### config.mk
export PLATFORM = sky130hd
export DESIGN_NAME = flash_prog_port
export DESIGN_NICKNAME = d
export VERILOG_FILES = /design/src/hdl/flash_prog_pkg.sv /design/src/hdl/byte_fifo.sv /design/src/hdl/flash_prog_port.sv
export SDC_FILE = /design/constraint.sdc
export NUM_CORES = 1
export LEC_CHECK = 0
export BUFFER_PORTS_ARGS = -buffer_cell sky130_fd_sc_hd__buf_2
export CORE_MARGIN = 2
export CORE_UTILIZATION = 40
export CTS_CLUSTER_DIAMETER = 150
export DETAILED_ROUTE_END_ITERATION = 10
export SLEW_MARGIN = 20
export SYNTH_ARGS = -nofsm -noshare
export SYNTH_HDL_FRONTEND = slang
export SYNTH_SLANG_ARGS = --single-unit
### constraint.sdc
create_clock -name clock -period 4.9 [get_ports clock]
set_input_delay 0.98 -clock clock [delete_from_list [all_inputs] [get_ports clock]]
set_output_delay 0.98 -clock clock [all_outputs]
set_load 0.01 [all_outputs]
### src/hdl/flash_prog_pkg.sv
// Constants and types shared by the flash programming access port
package flash_prog_pkg;
    // ****************************************
    // Command framing
    // ****************************************
    localparam logic [7:0] PREAMBLE_BYTE  = 8'haa;
    localparam logic [7:0] CMD_READ_STAT  = 8'h60;
    localparam logic [7:0] CMD_WRITE_FUSE = 8'he1;
    localparam logic [7:0] ZERO_BYTE      = 8'h00;
    localparam int         BYTE_BITS      = 8;
    localparam int         ISP_FUSE_BIT   = 0;
    localparam logic [2:0] BIT_LAST       = 3'h7;
    localparam logic [1:0] IDX_FIRST      = 2'h0;
    localparam logic [1:0] IDX_CMD        = 2'h1;
    localparam logic [1:0] IDX_ADDR_HI    = 2'h2;
    localparam logic [1:0] IDX_ADDR_LO    = 2'h3;

    // ****************************************
    // Timing
    // ****************************************
    localparam int CLOCK_MHZ     = 20;
    localparam int BUSY_TIME_US  = 3;
    localparam int BUSY_CYCLES   = (BUSY_TIME_US * CLOCK_MHZ < 1) ? 1 : BUSY_TIME_US * CLOCK_MHZ;

    typedef enum logic [1:0] {
        PAR_IDLE  = 2'b00,
        PAR_HEAD  = 2'b01,
        PAR_DRIVE = 2'b10,
        PAR_DONE  = 2'b11
    } par_state_t;
endpackage

### src/hdl/byte_fifo.sv
// Small synchronous FIFO with valid/ready on both sides
`timescale 1ns/1ps
module byte_fifo #(
    parameter int WIDTH = 8,
    parameter int DEPTH = 4
) (
    // Clock and reset
    input  wire logic             clock,
    input  wire logic             rst_n,
    // Fill side
    input  wire logic             in_valid,
    output logic                  in_ready,
    input  wire logic [WIDTH-1:0] in_data,
    // Drain side
    output logic                  out_valid,
    input  wire logic             out_ready,
    output logic [WIDTH-1:0]      out_data
);
    localparam int AW = (DEPTH > 1) ? $clog2(DEPTH) : 1;

    // Pointer wrap arithmetic only works for power-of-two depths
    if (DEPTH < 2 || (DEPTH & (DEPTH - 1)) != 0 || WIDTH < 1) begin : g_bad_params
        $error("byte_fifo needs a power-of-two depth of at least 2");
    end

    logic [WIDTH-1:0] mem_q [DEPTH];
    logic [AW:0]      wr_q;
    logic [AW:0]      rd_q;
    logic             push;
    logic             pop;

    assign in_ready  = (wr_q - rd_q) != (AW+1)'(DEPTH);
    assign out_valid = wr_q != rd_q;
    assign out_data  = mem_q[rd_q[AW-1:0]];
    assign push      = in_valid && in_ready;
    assign pop       = out_valid && out_ready;

    always_ff @(posedge clock) begin
        if (push)
            mem_q[wr_q[AW-1:0]] <= in_data;
    end

    always_ff @(posedge clock) begin
        if (!rst_n) begin
            wr_q <= '0;
            rd_q <= '0;
        end else begin
            if (push)
                wr_q <= wr_q + 1'b1;
            if (pop)
                rd_q <= rd_q + 1'b1;
        end
    end
endmodule

### src/hdl/flash_prog_port.sv
// Device side of the flash programming access port: parallel status read and serial ISP
`timescale 1ns/1ps
// Functional notes
// Status request is preamble, 0x60, two zero bytes, each taken on strobe high.
// Programmer releases data port on last byte, reads status after strobe falls.
// Programmer waits 3 us after busy returns high before next operation.
// Serial mode accepts the same command set, bytes arriving over SPI pins.
// Serial sessions are refused unless the serial enable fuse is set.
// Fuse changes by a serial session take effect only after power cycle.
// Only the parallel interface can set the serial enable fuse again.
// Programmer powers up with clock and select low, then raises reset and select.
// Programmer waits 2 ms after reset rises before any command.
// Programmer powers down releasing data, then clock, reset, select low.
// Programmer enters ISP: select high, release output, reset high, clock low.
// Programmer exits ISP: select high, release lines, reset low, release select.
// Every serial byte moves most significant bit first.
// Device shifts output on falling clock, samples input on rising clock.
// Select frames a command; it completes only when select rises.
// Commands enter on master-out; responses leave on master-in.
// Programmer waits, watches busy, or polls status after a write.
// Serial output is released whenever select is high.
module flash_prog_port
    import flash_prog_pkg::*;
#(
    parameter int          FIFO_DEPTH = 4,
    parameter logic [7:0]  FUSE_INIT  = 8'hff
) (
    // Clock, reset and supply
    input  wire logic       clock,
    input  wire logic       rst_n,
    input  wire logic       power_on,
    // Parallel port
    input  wire logic       cs_n,
    input  wire logic       strobe_pin,
    input  wire logic [7:0] parallel_data_port_in,
    output logic [7:0]      parallel_data_port_out,
    output logic            parallel_data_port_oe_n,
    output logic            busy_output_pin,
    // Serial in_system_programming port
    input  wire logic       sck,
    input  wire logic       ss_n,
    input  wire logic       mosi,
    output logic            miso_out,
    output logic            miso_oe_n,
    // Command stream towards the flash core, busy and status back from it
    output logic            cmd_valid,
    output logic [7:0]      cmd_byte,
    output logic            cmd_end,
    input  wire logic       cmd_ready,
    input  wire logic       core_busy,
    input  wire logic [7:0] status_byte,
    // Fuse state
    output logic            isp_enabled
);
    if (FIFO_DEPTH < 2 || (FIFO_DEPTH & (FIFO_DEPTH - 1)) != 0) begin : g_bad_depth
        $error("flash_prog_port needs a power-of-two FIFO_DEPTH of at least 2");
    end

    // ****************************************
    // Input synchronisers
    // ****************************************
    logic [1:0] cs_s_q;
    logic [1:0] stb_s_q;
    logic [1:0] sck_s_q;
    logic [1:0] ss_s_q;
    logic [1:0] mosi_s_q;
    logic [1:0] busy_s_q;
    logic [1:0] pwr_s_q;
    logic [7:0] pd_s1_q;
    logic [7:0] pd_s2_q;
    logic       stb_prev_q;
    logic       sck_prev_q;
    logic       ss_prev_q;

    always_ff @(posedge clock) begin
        cs_s_q   <= {cs_s_q[0], cs_n};
        stb_s_q  <= {stb_s_q[0], strobe_pin};
        sck_s_q  <= {sck_s_q[0], sck};
        ss_s_q   <= {ss_s_q[0], ss_n};
        mosi_s_q <= {mosi_s_q[0], mosi};
        busy_s_q <= {busy_s_q[0], core_busy};
        pwr_s_q  <= {pwr_s_q[0], power_on};
        pd_s1_q  <= parallel_data_port_in;
        pd_s2_q  <= pd_s1_q;
    end

    always_ff @(posedge clock) begin
        if (!rst_n) begin
            stb_prev_q  <= 1'b0;
            sck_prev_q  <= 1'b0;
            ss_prev_q   <= 1'b1;
        end else begin
            stb_prev_q  <= stb_s_q[1];
            sck_prev_q  <= sck_s_q[1];
            ss_prev_q   <= ss_s_q[1];
        end
    end

    logic stb_rise;
    logic stb_fall;
    logic sck_rise;
    logic sck_fall;
    logic ss_fall;
    logic ss_rise;
    assign stb_rise = stb_s_q[1] && !stb_prev_q;
    assign stb_fall = !stb_s_q[1] && stb_prev_q;
    assign sck_rise = sck_s_q[1] && !sck_prev_q;
    assign sck_fall = !sck_s_q[1] && sck_prev_q;
    assign ss_fall  = !ss_s_q[1] && ss_prev_q;
    assign ss_rise  = ss_s_q[1] && !ss_prev_q;

    // ****************************************
    // Fuse: live copy and power-on snapshot
    // ****************************************
    // The serial mode is gated by the snapshot, so a serial fuse write only bites after power cycling
    logic [7:0] fuse_q;
    logic       isp_en_q;
    logic       pwr_prev_q;
    logic       fuse_wr_serial;
    logic       fuse_wr_par;
    logic [7:0] fuse_wr_data;

    always_ff @(posedge clock) begin
        if (!rst_n) begin
            fuse_q     <= FUSE_INIT;
            isp_en_q   <= 1'b0;
            pwr_prev_q <= 1'b0;
        end else begin
            pwr_prev_q <= pwr_s_q[1];
            if (pwr_s_q[1] && !pwr_prev_q)
                isp_en_q <= fuse_q[ISP_FUSE_BIT];
            if (fuse_wr_par)
                fuse_q <= fuse_wr_data;
            else if (fuse_wr_serial)
                fuse_q <= fuse_wr_data & ~(8'h01 << ISP_FUSE_BIT) | (fuse_q & (8'h01 << ISP_FUSE_BIT)
                          & fuse_wr_data);
        end
    end
    assign isp_enabled = isp_en_q;

    // ****************************************
    // Parallel command decoder
    // ****************************************
    par_state_t pst_q;
    logic [1:0] pidx_q;
    logic [7:0] pcmd_q;
    logic       p_valid;
    logic       p_end;

    always_ff @(posedge clock) begin
        if (!rst_n || cs_s_q[1]) begin
            pst_q  <= PAR_IDLE;
            pidx_q <= IDX_FIRST;
            pcmd_q <= ZERO_BYTE;
        end else begin
            case (pst_q)
                PAR_IDLE: begin
                    if (stb_rise) begin
                        pst_q  <= (pd_s2_q == PREAMBLE_BYTE) ? PAR_HEAD : PAR_DONE;
                        pidx_q <= IDX_CMD;
                    end
                end
                PAR_HEAD: begin
                    if (stb_rise) begin
                        if (pidx_q == IDX_CMD)
                            pcmd_q <= pd_s2_q;
                        pidx_q <= pidx_q + 2'h1;
                        if (pidx_q == IDX_ADDR_LO && pcmd_q == CMD_READ_STAT)
                            pst_q <= PAR_DRIVE;
                    end
                end
                PAR_DRIVE: pst_q <= PAR_DRIVE;
                PAR_DONE:  pst_q <= PAR_DONE;
                default:   pst_q <= PAR_IDLE;
            endcase
        end
    end
    // A frame that does not open with the preamble leaves nothing in the stream
    assign p_valid = stb_rise && (pst_q == PAR_HEAD || pst_q == PAR_DRIVE
                     || (pst_q == PAR_IDLE && pd_s2_q == PREAMBLE_BYTE));
    assign p_end   = cs_s_q[1] && pst_q != PAR_IDLE;
    assign fuse_wr_par = stb_rise && pst_q == PAR_HEAD && pidx_q == IDX_ADDR_LO && pcmd_q == CMD_WRITE_FUSE;

    // Status is driven only after the strobe falls, once the programmer has released the port
    always_ff @(posedge clock) begin
        if (!rst_n || cs_s_q[1]) begin
            parallel_data_port_oe_n <= 1'b1;
            parallel_data_port_out  <= ZERO_BYTE;
        end else if (pst_q == PAR_DRIVE && stb_fall) begin
            parallel_data_port_oe_n <= 1'b0;
            parallel_data_port_out  <= status_byte;
        end
    end

    // ****************************************
    // Serial shifter
    // ****************************************
    logic [7:0] sin_q;
    logic [2:0] sbit_q;
    logic [7:0] sout_q;
    logic       s_active;
    logic       s_byte;
    logic [1:0] sidx_q;
    logic [7:0] scmd_q;

    assign s_active = !ss_s_q[1] && isp_en_q;
    assign s_byte   = s_active && sck_rise && sbit_q == BIT_LAST;

    always_ff @(posedge clock) begin
        if (!rst_n || !s_active) begin
            sin_q  <= ZERO_BYTE;
            sbit_q <= '0;
        end else if (sck_rise) begin
            sin_q  <= {sin_q[6:0], mosi_s_q[1]};
            sbit_q <= sbit_q + 3'h1;
        end
    end

    always_ff @(posedge clock) begin
        if (!rst_n || !s_active) begin
            sidx_q <= IDX_FIRST;
            scmd_q <= ZERO_BYTE;
        end else if (s_byte) begin
            if (sidx_q == IDX_CMD)
                scmd_q <= {sin_q[6:0], mosi_s_q[1]};
            if (sidx_q != IDX_ADDR_LO)
                sidx_q <= sidx_q + 2'h1;
        end
    end
    assign fuse_wr_serial = s_byte && sidx_q == IDX_ADDR_LO && scmd_q == CMD_WRITE_FUSE;
    assign fuse_wr_data   = fuse_wr_par ? pd_s2_q : {sin_q[6:0], mosi_s_q[1]};

    // Response loads after the address bytes and moves out on falling edges
    always_ff @(posedge clock) begin
        if (!rst_n || !s_active) begin
            sout_q    <= ZERO_BYTE;
            miso_out  <= 1'b0;
            miso_oe_n <= 1'b1;
        end else begin
            miso_oe_n <= 1'b0;
            if (s_byte && sidx_q == IDX_ADDR_LO && scmd_q == CMD_READ_STAT)
                sout_q <= status_byte;
            else if (sck_fall) begin
                miso_out <= sout_q[BYTE_BITS-1];
                sout_q   <= {sout_q[6:0], 1'b0};
            end
        end
    end

    // ****************************************
    // Command stream through the FIFO
    // ****************************************
    logic       f_in_valid;
    logic       f_in_ready;
    logic [8:0] f_in_data;
    logic       f_out_valid;
    logic [8:0] f_out_data;
    logic       s_end;

    // A select pulse without clocks carries no command, so it adds no end marker
    assign s_end      = ss_rise && isp_en_q && (sidx_q != IDX_FIRST || sbit_q != '0);
    assign f_in_valid = p_valid || s_byte || ((p_end || s_end) && pst_q != PAR_DONE);
    assign f_in_data  = (p_end || s_end) ? {1'b1, ZERO_BYTE}
                        : {1'b0, s_byte ? {sin_q[6:0], mosi_s_q[1]} : pd_s2_q};

    byte_fifo #(
        .WIDTH (9),
        .DEPTH (FIFO_DEPTH)
    ) u_fifo (
        .clock     (clock),
        .rst_n     (rst_n),
        .in_valid  (f_in_valid),
        .in_ready  (f_in_ready),
        .in_data   (f_in_data),
        .out_valid (f_out_valid),
        .out_ready (cmd_ready || !cmd_valid),
        .out_data  (f_out_data)
    );

    always_ff @(posedge clock) begin
        if (!rst_n) begin
            cmd_valid <= 1'b0;
            cmd_byte  <= ZERO_BYTE;
            cmd_end   <= 1'b0;
        end else if (cmd_ready || !cmd_valid) begin
            cmd_valid <= f_out_valid;
            cmd_byte  <= f_out_data[7:0];
            cmd_end   <= f_out_data[8];
        end
    end

    // Busy pin also reports a full FIFO so the programmer backs off
    always_ff @(posedge clock) begin
        if (!rst_n)
            busy_output_pin <= 1'b1;
        else
            busy_output_pin <= !busy_s_q[1] && f_in_ready;
    end
endmodule

==> results of run 1 <==
-- cells in the final DEF (no fill, tap or decap), drive strengths merged, types with 9 or more instances in the layout --
cell type,Yosys,routed
edfxtp,36,36
ha,20,20
clkbuf,13,22
buf,5,50
mux2i,31,31
mux4,9,9
a21boi,9,9
dfxtp,104,104
nand2,66,66
a21oi,22,22
and2,16,16
inv,16,20
nor2,39,39
-- final cells by class --
| cell class | instances | area share [%] |
|---|---|---|
| timing repair buffer | 50 | 4.085 |
| sequential | 140 | 50.62 |
| tap | 172 | 3.444 |
| clock inverter | 10 | 1.882 |
| multi-input combinational | 272 | 30.54 |
| clock buffer | 22 | 8.470 |
| inverter | 16 | 0.9612 |
-- metal layers --
layer / share of wire [%] / GRT usage [%] / vias up
met3: 4.8 / 5.281 / 10
li1: - / - / 1649
met2: 48 / 24.28 / 74
met4: 1.1 / 6.175 / 0
met1: 46 / 18.37 / 1536
met5: 0 / 0 / -
-- cell families after synthesis --
group                      synth area share [%]
and+or+nand+nor                           14.71
DFF                                       60.75
AOI/OAI and AO/OA                         6.441
muxes                                     9.853
buffers and inverters                     2.596
adders and majority gates                 4.807
xor gates and xnor gates                 0.8413
-- how the worst max path moves through the flow --
stage | end | slack (ps) | cells past startpoint | startpoint
finish | u_fifo.mem_q[0][4]$_DFFE_PP_ | 2040 | 5 | sck_s_q[1]$_DFF_P_
global route | u_fifo.mem_q[0][5]$_DFFE_PP_ | 1710 | 5 | sck_s_q[1]$_DFF_P_
CTS | u_fifo.mem_q[1][0]$_DFFE_PP_ | 2020 | 5 | sck_s_q[1]$_DFF_P_
detailed placement | u_fifo.mem_q[0][7]$_DFFE_PP_ | 2020 | 5 | sck_s_q[1]$_DFF_P_
global placement | u_fifo.mem_q[0][7]$_DFFE_PP_ | 2090 | 5 | sck_s_q[1]$_DFF_P_
floorplan | u_fifo.mem_q[0][0]$_DFFE_PP_ | 2570 | 7 | sidx_q[0]$_SDFFE_PP0P_
-- sequential cells by signal (all words and copies together) (netlist names), 3 cells and up --
name and cells:
sin_q 7, parallel_data_port_out 8, u_fifo.wr_q 3, pd_s2_q 8, sout_q 8, u_fifo.mem_q 36
pcmd_q 8, pd_s1_q 8, scmd_q 8, cmd_byte 8, u_fifo.rd_q 3, sbit_q 3
-- power breakdown --
group	internal [uW]	total (uW)	switching, uW
clock	875	1360	484
combinational	129	264	135
sequential	1260	1310	51.8
total	2260	2930	671
-- metrics by stage --
step | cell area, sq um | cells | hold WS (ps) | utilization [%] | total power [uW]
after floorplan | 5206 | 446 | 309.6 | - | 1517
after global placement | 5602 | 650 | 310.5 | 44.21 | 1591
after detailed placement | 5602 | 650 | 312.1 | 44.21 | 1602
after CTS | 6248 | 682 | 325.9 | 49.31 | 2968
after global routing | 6248 | 682 | 328.7 | 49.31 | 3052
final | 6248 | 682 | 324.3 | 49.31 | 2931
-- worst reg2reg max path, cell delays in order (launching register included) --
cell	delay (ps)
dfxtp_1	340
nor2b_1	680
nand2_2	360
and4b_1	350
nor2_1	290
and2_1	480
==> impl_results.md, run 1 <==
* #FFs+latches synth at 140
* Initial Util at 41.09%
* Worst skew pair latency at 420 ps
* Hold path endpoint: pd_s2_q[2]$_DFF_P_
* Top-area cell type share of the netlist area at between 30 and 40%
* Final hold vios at 0
* Synth Area per Inst at 11.67 sq um
* Slowest CP cell: nor2b_1
* Tot GR Track Use at 15.08%
* Crit path buf inv count at 0
* Final critical-path required period at 2860 ps
* Period utilization at 58.36%
* Post-synthesis cell count at 446
* Cell family with most CP delay: simple AND/OR/NAND/NOR gates
* Count leader, synth: dfxtp_1
* Synth cell count leaders: dfxtp_1, nand2_1, nor2_1
* H-tree depth at 4
* Antenna-violating nets left at 0
* Number of global-route vias before repair at 3308
* CTS Buffer Depth at 2
* # diodes at 0
* Slew HR at 44.29%
* Crit path kind: reg -> reg
* Share of layout cells above drive strength 1 at 18.43%
* Worst r2r src: sck_s_q[1]$_DFF_P_
* Via/cell ratio at 4.793
* Reg2Reg Depth at 5
* Post-cts hold buffer count at 0
* Number of buffers created by CTS at 17
* Ys flop type: dfxtp_1
* Core Area at 0.01267 sq mm
* Hold Path Stages at 0
* # DRC at 0
* Area of the multi-input gates at about 0.0019 sq mm
* Total number of vias at 3269
* VDD IR-drop max at ~0.26 mV
* FILL cells at 1134
* Crit-path max cell delay at 680 ps
* CP max FO at 13
* Clk_skew at 4.449 ps
* Drt first pass iters at 4
* Die area at 0.01394 sq mm
* RR Endpoint: u_fifo.mem_q[0][4]$_DFFE_PP_
* Arrival time worst endpoint at between 2000 and 3000 ps
* Register area at between 0.003 and 0.004 sq mm
* Seq/Total Area, Yosys at between 60% and 70%
* First-pass GRT wire length at 16350 um
* Clock transition at path regs at 60 ps
* Final setup fails at 0
* Synthesis-to-layout area growth at 20.02%
* Die height at roughly 120 um
* Cells along the critical path: nor2b_1 -> nand2_2 -> and4b_1 -> nor2_1 -> and2_1
* Post-synth net total at just under 500
* I/O Buffers at 48
* Routed length per instance at 14.28 um
* Power Density at 469.1 mW/mm^2
* Post-synthesis cell type count at between 40 and 50
* Hold_sp: pd_s1_q[2]$_DFF_P_
* Die Width at roughly 120 um
* WP data required at 4960 ps
* Outcome: completed
* Crit end category: flop
* Worst-margin pin slew at 834.0 ps
* Post-CTS resize count at 0
* Pin count of the biggest net entering global routing at 29
* Initial drt markers at 182
* Initial antenna violation count at 0
* RSZ-0062 raised after global routing: no
* Slew Viols, Final at 0
* Synth Cell Area at 0.005206 sq mm
* Async set or reset register ratio after synthesis at 0%
* Fmax at 0.3497 GHz
* GRT overflow at 0
* Yosys warns at 0
* Post-synth EDFFs at 36
* Final WL at 9740 um
* Final setup TNS at 0 ps
* Root Buffer: clkbuf_16
* Critical path launch point type: flop
* Hold WC Path Type: reg -> reg
* Max-cap viol count at 0
* TritonCTS clock tree: built
* Clock sinks at 140
* DP Worst Slack at 2018 ps
* Area leader, netlist: dfxtp_1
* Detailed placement HPWL at 6910 um
* Flop2flop setup slack at around 2000 ps
* Postcts setup bufs at 0
* Static leakage at 0.002581 uW
* Top Ports at 49
* Nets at 543
* Row count at 41
* RePlAce Congestion at approximately 0.73
* Synth top area cells: dfxtp_1, edfxtp_1, mux2i_1, ha_1, nand2_1
* Final WS setup at 2040 ps
(Power assumes the default switching activity.)
==> run 2, diff against run 1 <==
==> constraint.sdc (replaced) <==
create_clock -name clock -period 2.4 [get_ports clock]
set_input_delay 0.48 -clock clock [delete_from_list [all_inputs] [get_ports clock]]
set_output_delay 0.48 -clock clock [all_outputs]
set_load 0.01 [all_outputs]
==> run 2 against run 1 <==
Register-to-register slack got worse by 1900 ps. Highest routed layer unchanged. Critical path depth increased by 3. Sequential power increased by 100%. Via count increased by 1.7%. Count of clock-buffer cells in the layout unchanged. Largest power group unchanged. Sequential share of layout area decreased by 0.61 points. Maximum frequency increased by 25%. Core utilization increased by 0.60 points. Critical endpoint is now u_fifo.mem_q[1][0]$_DFFE_PP_. Global-route usage increased by 0.065 points.
==> impl_results.md, run 2 (synthesis results as in run 1) <==
* Worst-margin pin slew at 716.4 ps (was 834.0 ps)
* Clock transition at path regs at 60 ps (about the same)
* Die height at 118.1 um (unchanged)
* Die area at 0.01394 sq mm (unchanged)
* Worst skew pair latency at 410 ps (was 420 ps)
* Via/cell ratio at 4.799 (was 4.793)
* Number of buffers created by CTS at 17 (unchanged)
* Placed Instances at 661 (was 650)
* Routed length per instance at 13.86 um (was 14.28 um)
* Hold_ws at 161.5 ps (was 324.3 ps)
* First-pass GRT wire length at 16450 um (was 16350 um)
* Power Density at 932.6 mW/mm^2 (was 469.1 mW/mm^2)
* Tot GR Track Use at 15.14% (was 15.08%)
* Max-cap viol count at 0 (unchanged)
* CTS Buffer Depth at 2 (unchanged)
* # DRC at 0 (unchanged)
* H-tree depth at 4 (unchanged)
* Nets at 554 (was 543)
* Drt first pass iters at 4 (unchanged)
* Flop2flop setup slack at 120 ps (was 2040 ps)
* I/O Buffers at 48 (unchanged)
* RSZ-0062 raised after global routing: no (unchanged)
* Clock sinks at 140 (unchanged)
* Layout Cells excl Fill at 693 (was 682)
* VDD IR-drop max at 0.5038 mV (was 0.2553 mV)
* Final setup fails at 0 (unchanged)
* Initial drt markers at 215 (was 182)
* Critical path launch point type: flop (unchanged)
* Root Buffer: clkbuf_16 (unchanged)
* Final critical-path required period at 2283 ps (was 2860 ps)
* Clk_skew at 4.844 ps (was 4.449 ps)
* Die Width at 118.1 um (unchanged)
* Static leakage at 0.002632 uW (was 0.002581 uW)
* Pin count of the biggest net entering global routing at 24 (was 29)
* Initial antenna violation count at 0 (unchanged)
* Crit end category: flop (unchanged)
* Period utilization at 95.12% (was 58.36%)
* Number of global-route vias before repair at 3403 (was 3308)
* RePlAce Congestion at 0.7677 (was 0.7291)
* Most frequent cells in the layout: dfxtp_1, nand2_1, buf_2, nor2_1, edfxtp_1 (unchanged)
* Final WL at 9603 um (was 9740 um)
* Hold WC Path Type: in -> reg (was reg -> reg)
* GRT overflow at 0 (unchanged)
* Row count at 41 (unchanged)
* Top Ports at 49 (unchanged)
* Fmax at 0.4381 GHz (was 0.3497 GHz)
* Total number of vias at 3326 (was 3269)
* Detailed placement HPWL at 7046 um (was 6910 um)
* Slew HR at 52.13% (was 44.29%)
* Slew Viols, Final at 0 (unchanged)
* Initial Util at 41.09% (unchanged)
* CP max FO at 9 (was 13)
* Final hold vios at 0 (unchanged)
* Design Power at 5899 uW (was 2931 uW)
* Postcts setup bufs at 0 (unchanged)
* Most common cell after layout, fill and taps aside: dfxtp_1 (unchanged)
* Arrival time worst endpoint at 2410 ps (was 2920 ps)
* Outcome: completed (unchanged)
* Antenna-violating nets left at 0 (unchanged)
* Max reg flops at 36 (unchanged)
* Synthesis-to-layout area growth at 21.49% (was 20.02%)
* Share of layout cells above drive strength 1 at 20.35% (was 18.43%)
* Core Area at 0.01267 sq mm (unchanged)
* Crit path kind: reg -> reg (unchanged)
* TritonCTS clock tree: built (unchanged)
* # diodes at 0 (unchanged)
* WP data required at 2530 ps (was 4960 ps)
-- run 2: changes by cell type in the layout (fill, tap and decap cells not counted), sizes merged --
cell    delta
buf       +11
clkinv     +3
inv        -3
-- run 2: path summary, 6_finish.rpt --
kind                                 start                            to  depth (start not counted)
setup / recovery    sbit_q[0]$_SDFFE_PP0N_  u_fifo.mem_q[1][0]$_DFFE_PP_                          8
hold / removal    parallel_data_port_in[3]            pd_s1_q[3]$_DFF_P_                          1
setup reg to reg    sbit_q[0]$_SDFFE_PP0N_  u_fifo.mem_q[1][0]$_DFFE_PP_                          8
hold reg to reg         pd_s1_q[0]$_DFF_P_            pd_s2_q[0]$_DFF_P_                          0
-- run 2: through the flow --
| step | instance area [sq um] | setup WS [ps] | util (%) | setup TNS, ps |
|---|---|---|---|---|
| CTS | 6325 | 95.02 | 49.92 | 0 |
| floorplan | 5206 | 67.04 | - | 0 |
| finish | 6325 | 117.2 | 49.92 | 0 |
| detailed placement | 5709 | -6.597 | 45.06 | -56.88 |
| global route | 6325 | 10.42 | 49.92 | 0 |
| global placement | 5709 | 69.86 | 45.06 | 0 |
-- run 2: power breakdown --
| part | internal, uW | switching (uW) | total (uW) |
|---|---|---|---|
| Combinational | 304 | 327 | 631 |
| Clock | 1700 | 941 | 2640 |
| Sequential | 2560 | 61.4 | 2630 |
| Total | 4570 | 1330 | 5900 |
-- run 2: timing repair --
item	in CTS	in global routing
endpoints found under the setup margin	9	0
resized for setup	1	0
hold buffers	0	0
-- run 2: worst max-delay path, cell delays in order, from the launching register on --
cell     delay [ps]
dfxtp_1         350
inv_1            70
ha_1            180
and3b_1         180
or4_1           450
and4b_1         230
nor2_1          200
and2_1          200
buf_12          140
-- run 2: final cells by class --
type | count | area, sq um
clock inverters | 10 | 107.6
well taps | 172 | 215.2
flip-flops and latches | 140 | 3163
repair buffers | 61 | 362.8
clock buffers | 22 | 506.7
fillers | 1131 | 6346
multi-input cells | 272 | 1909
inverters | 16 | 60.06
-- run 2: routing by layer --
metal,share of wire [%],GRT usage [%]
met1,45,17.84
met3,4.4,4.942
met5,0,0
met4,2.1,7.078
met2,48,24.96
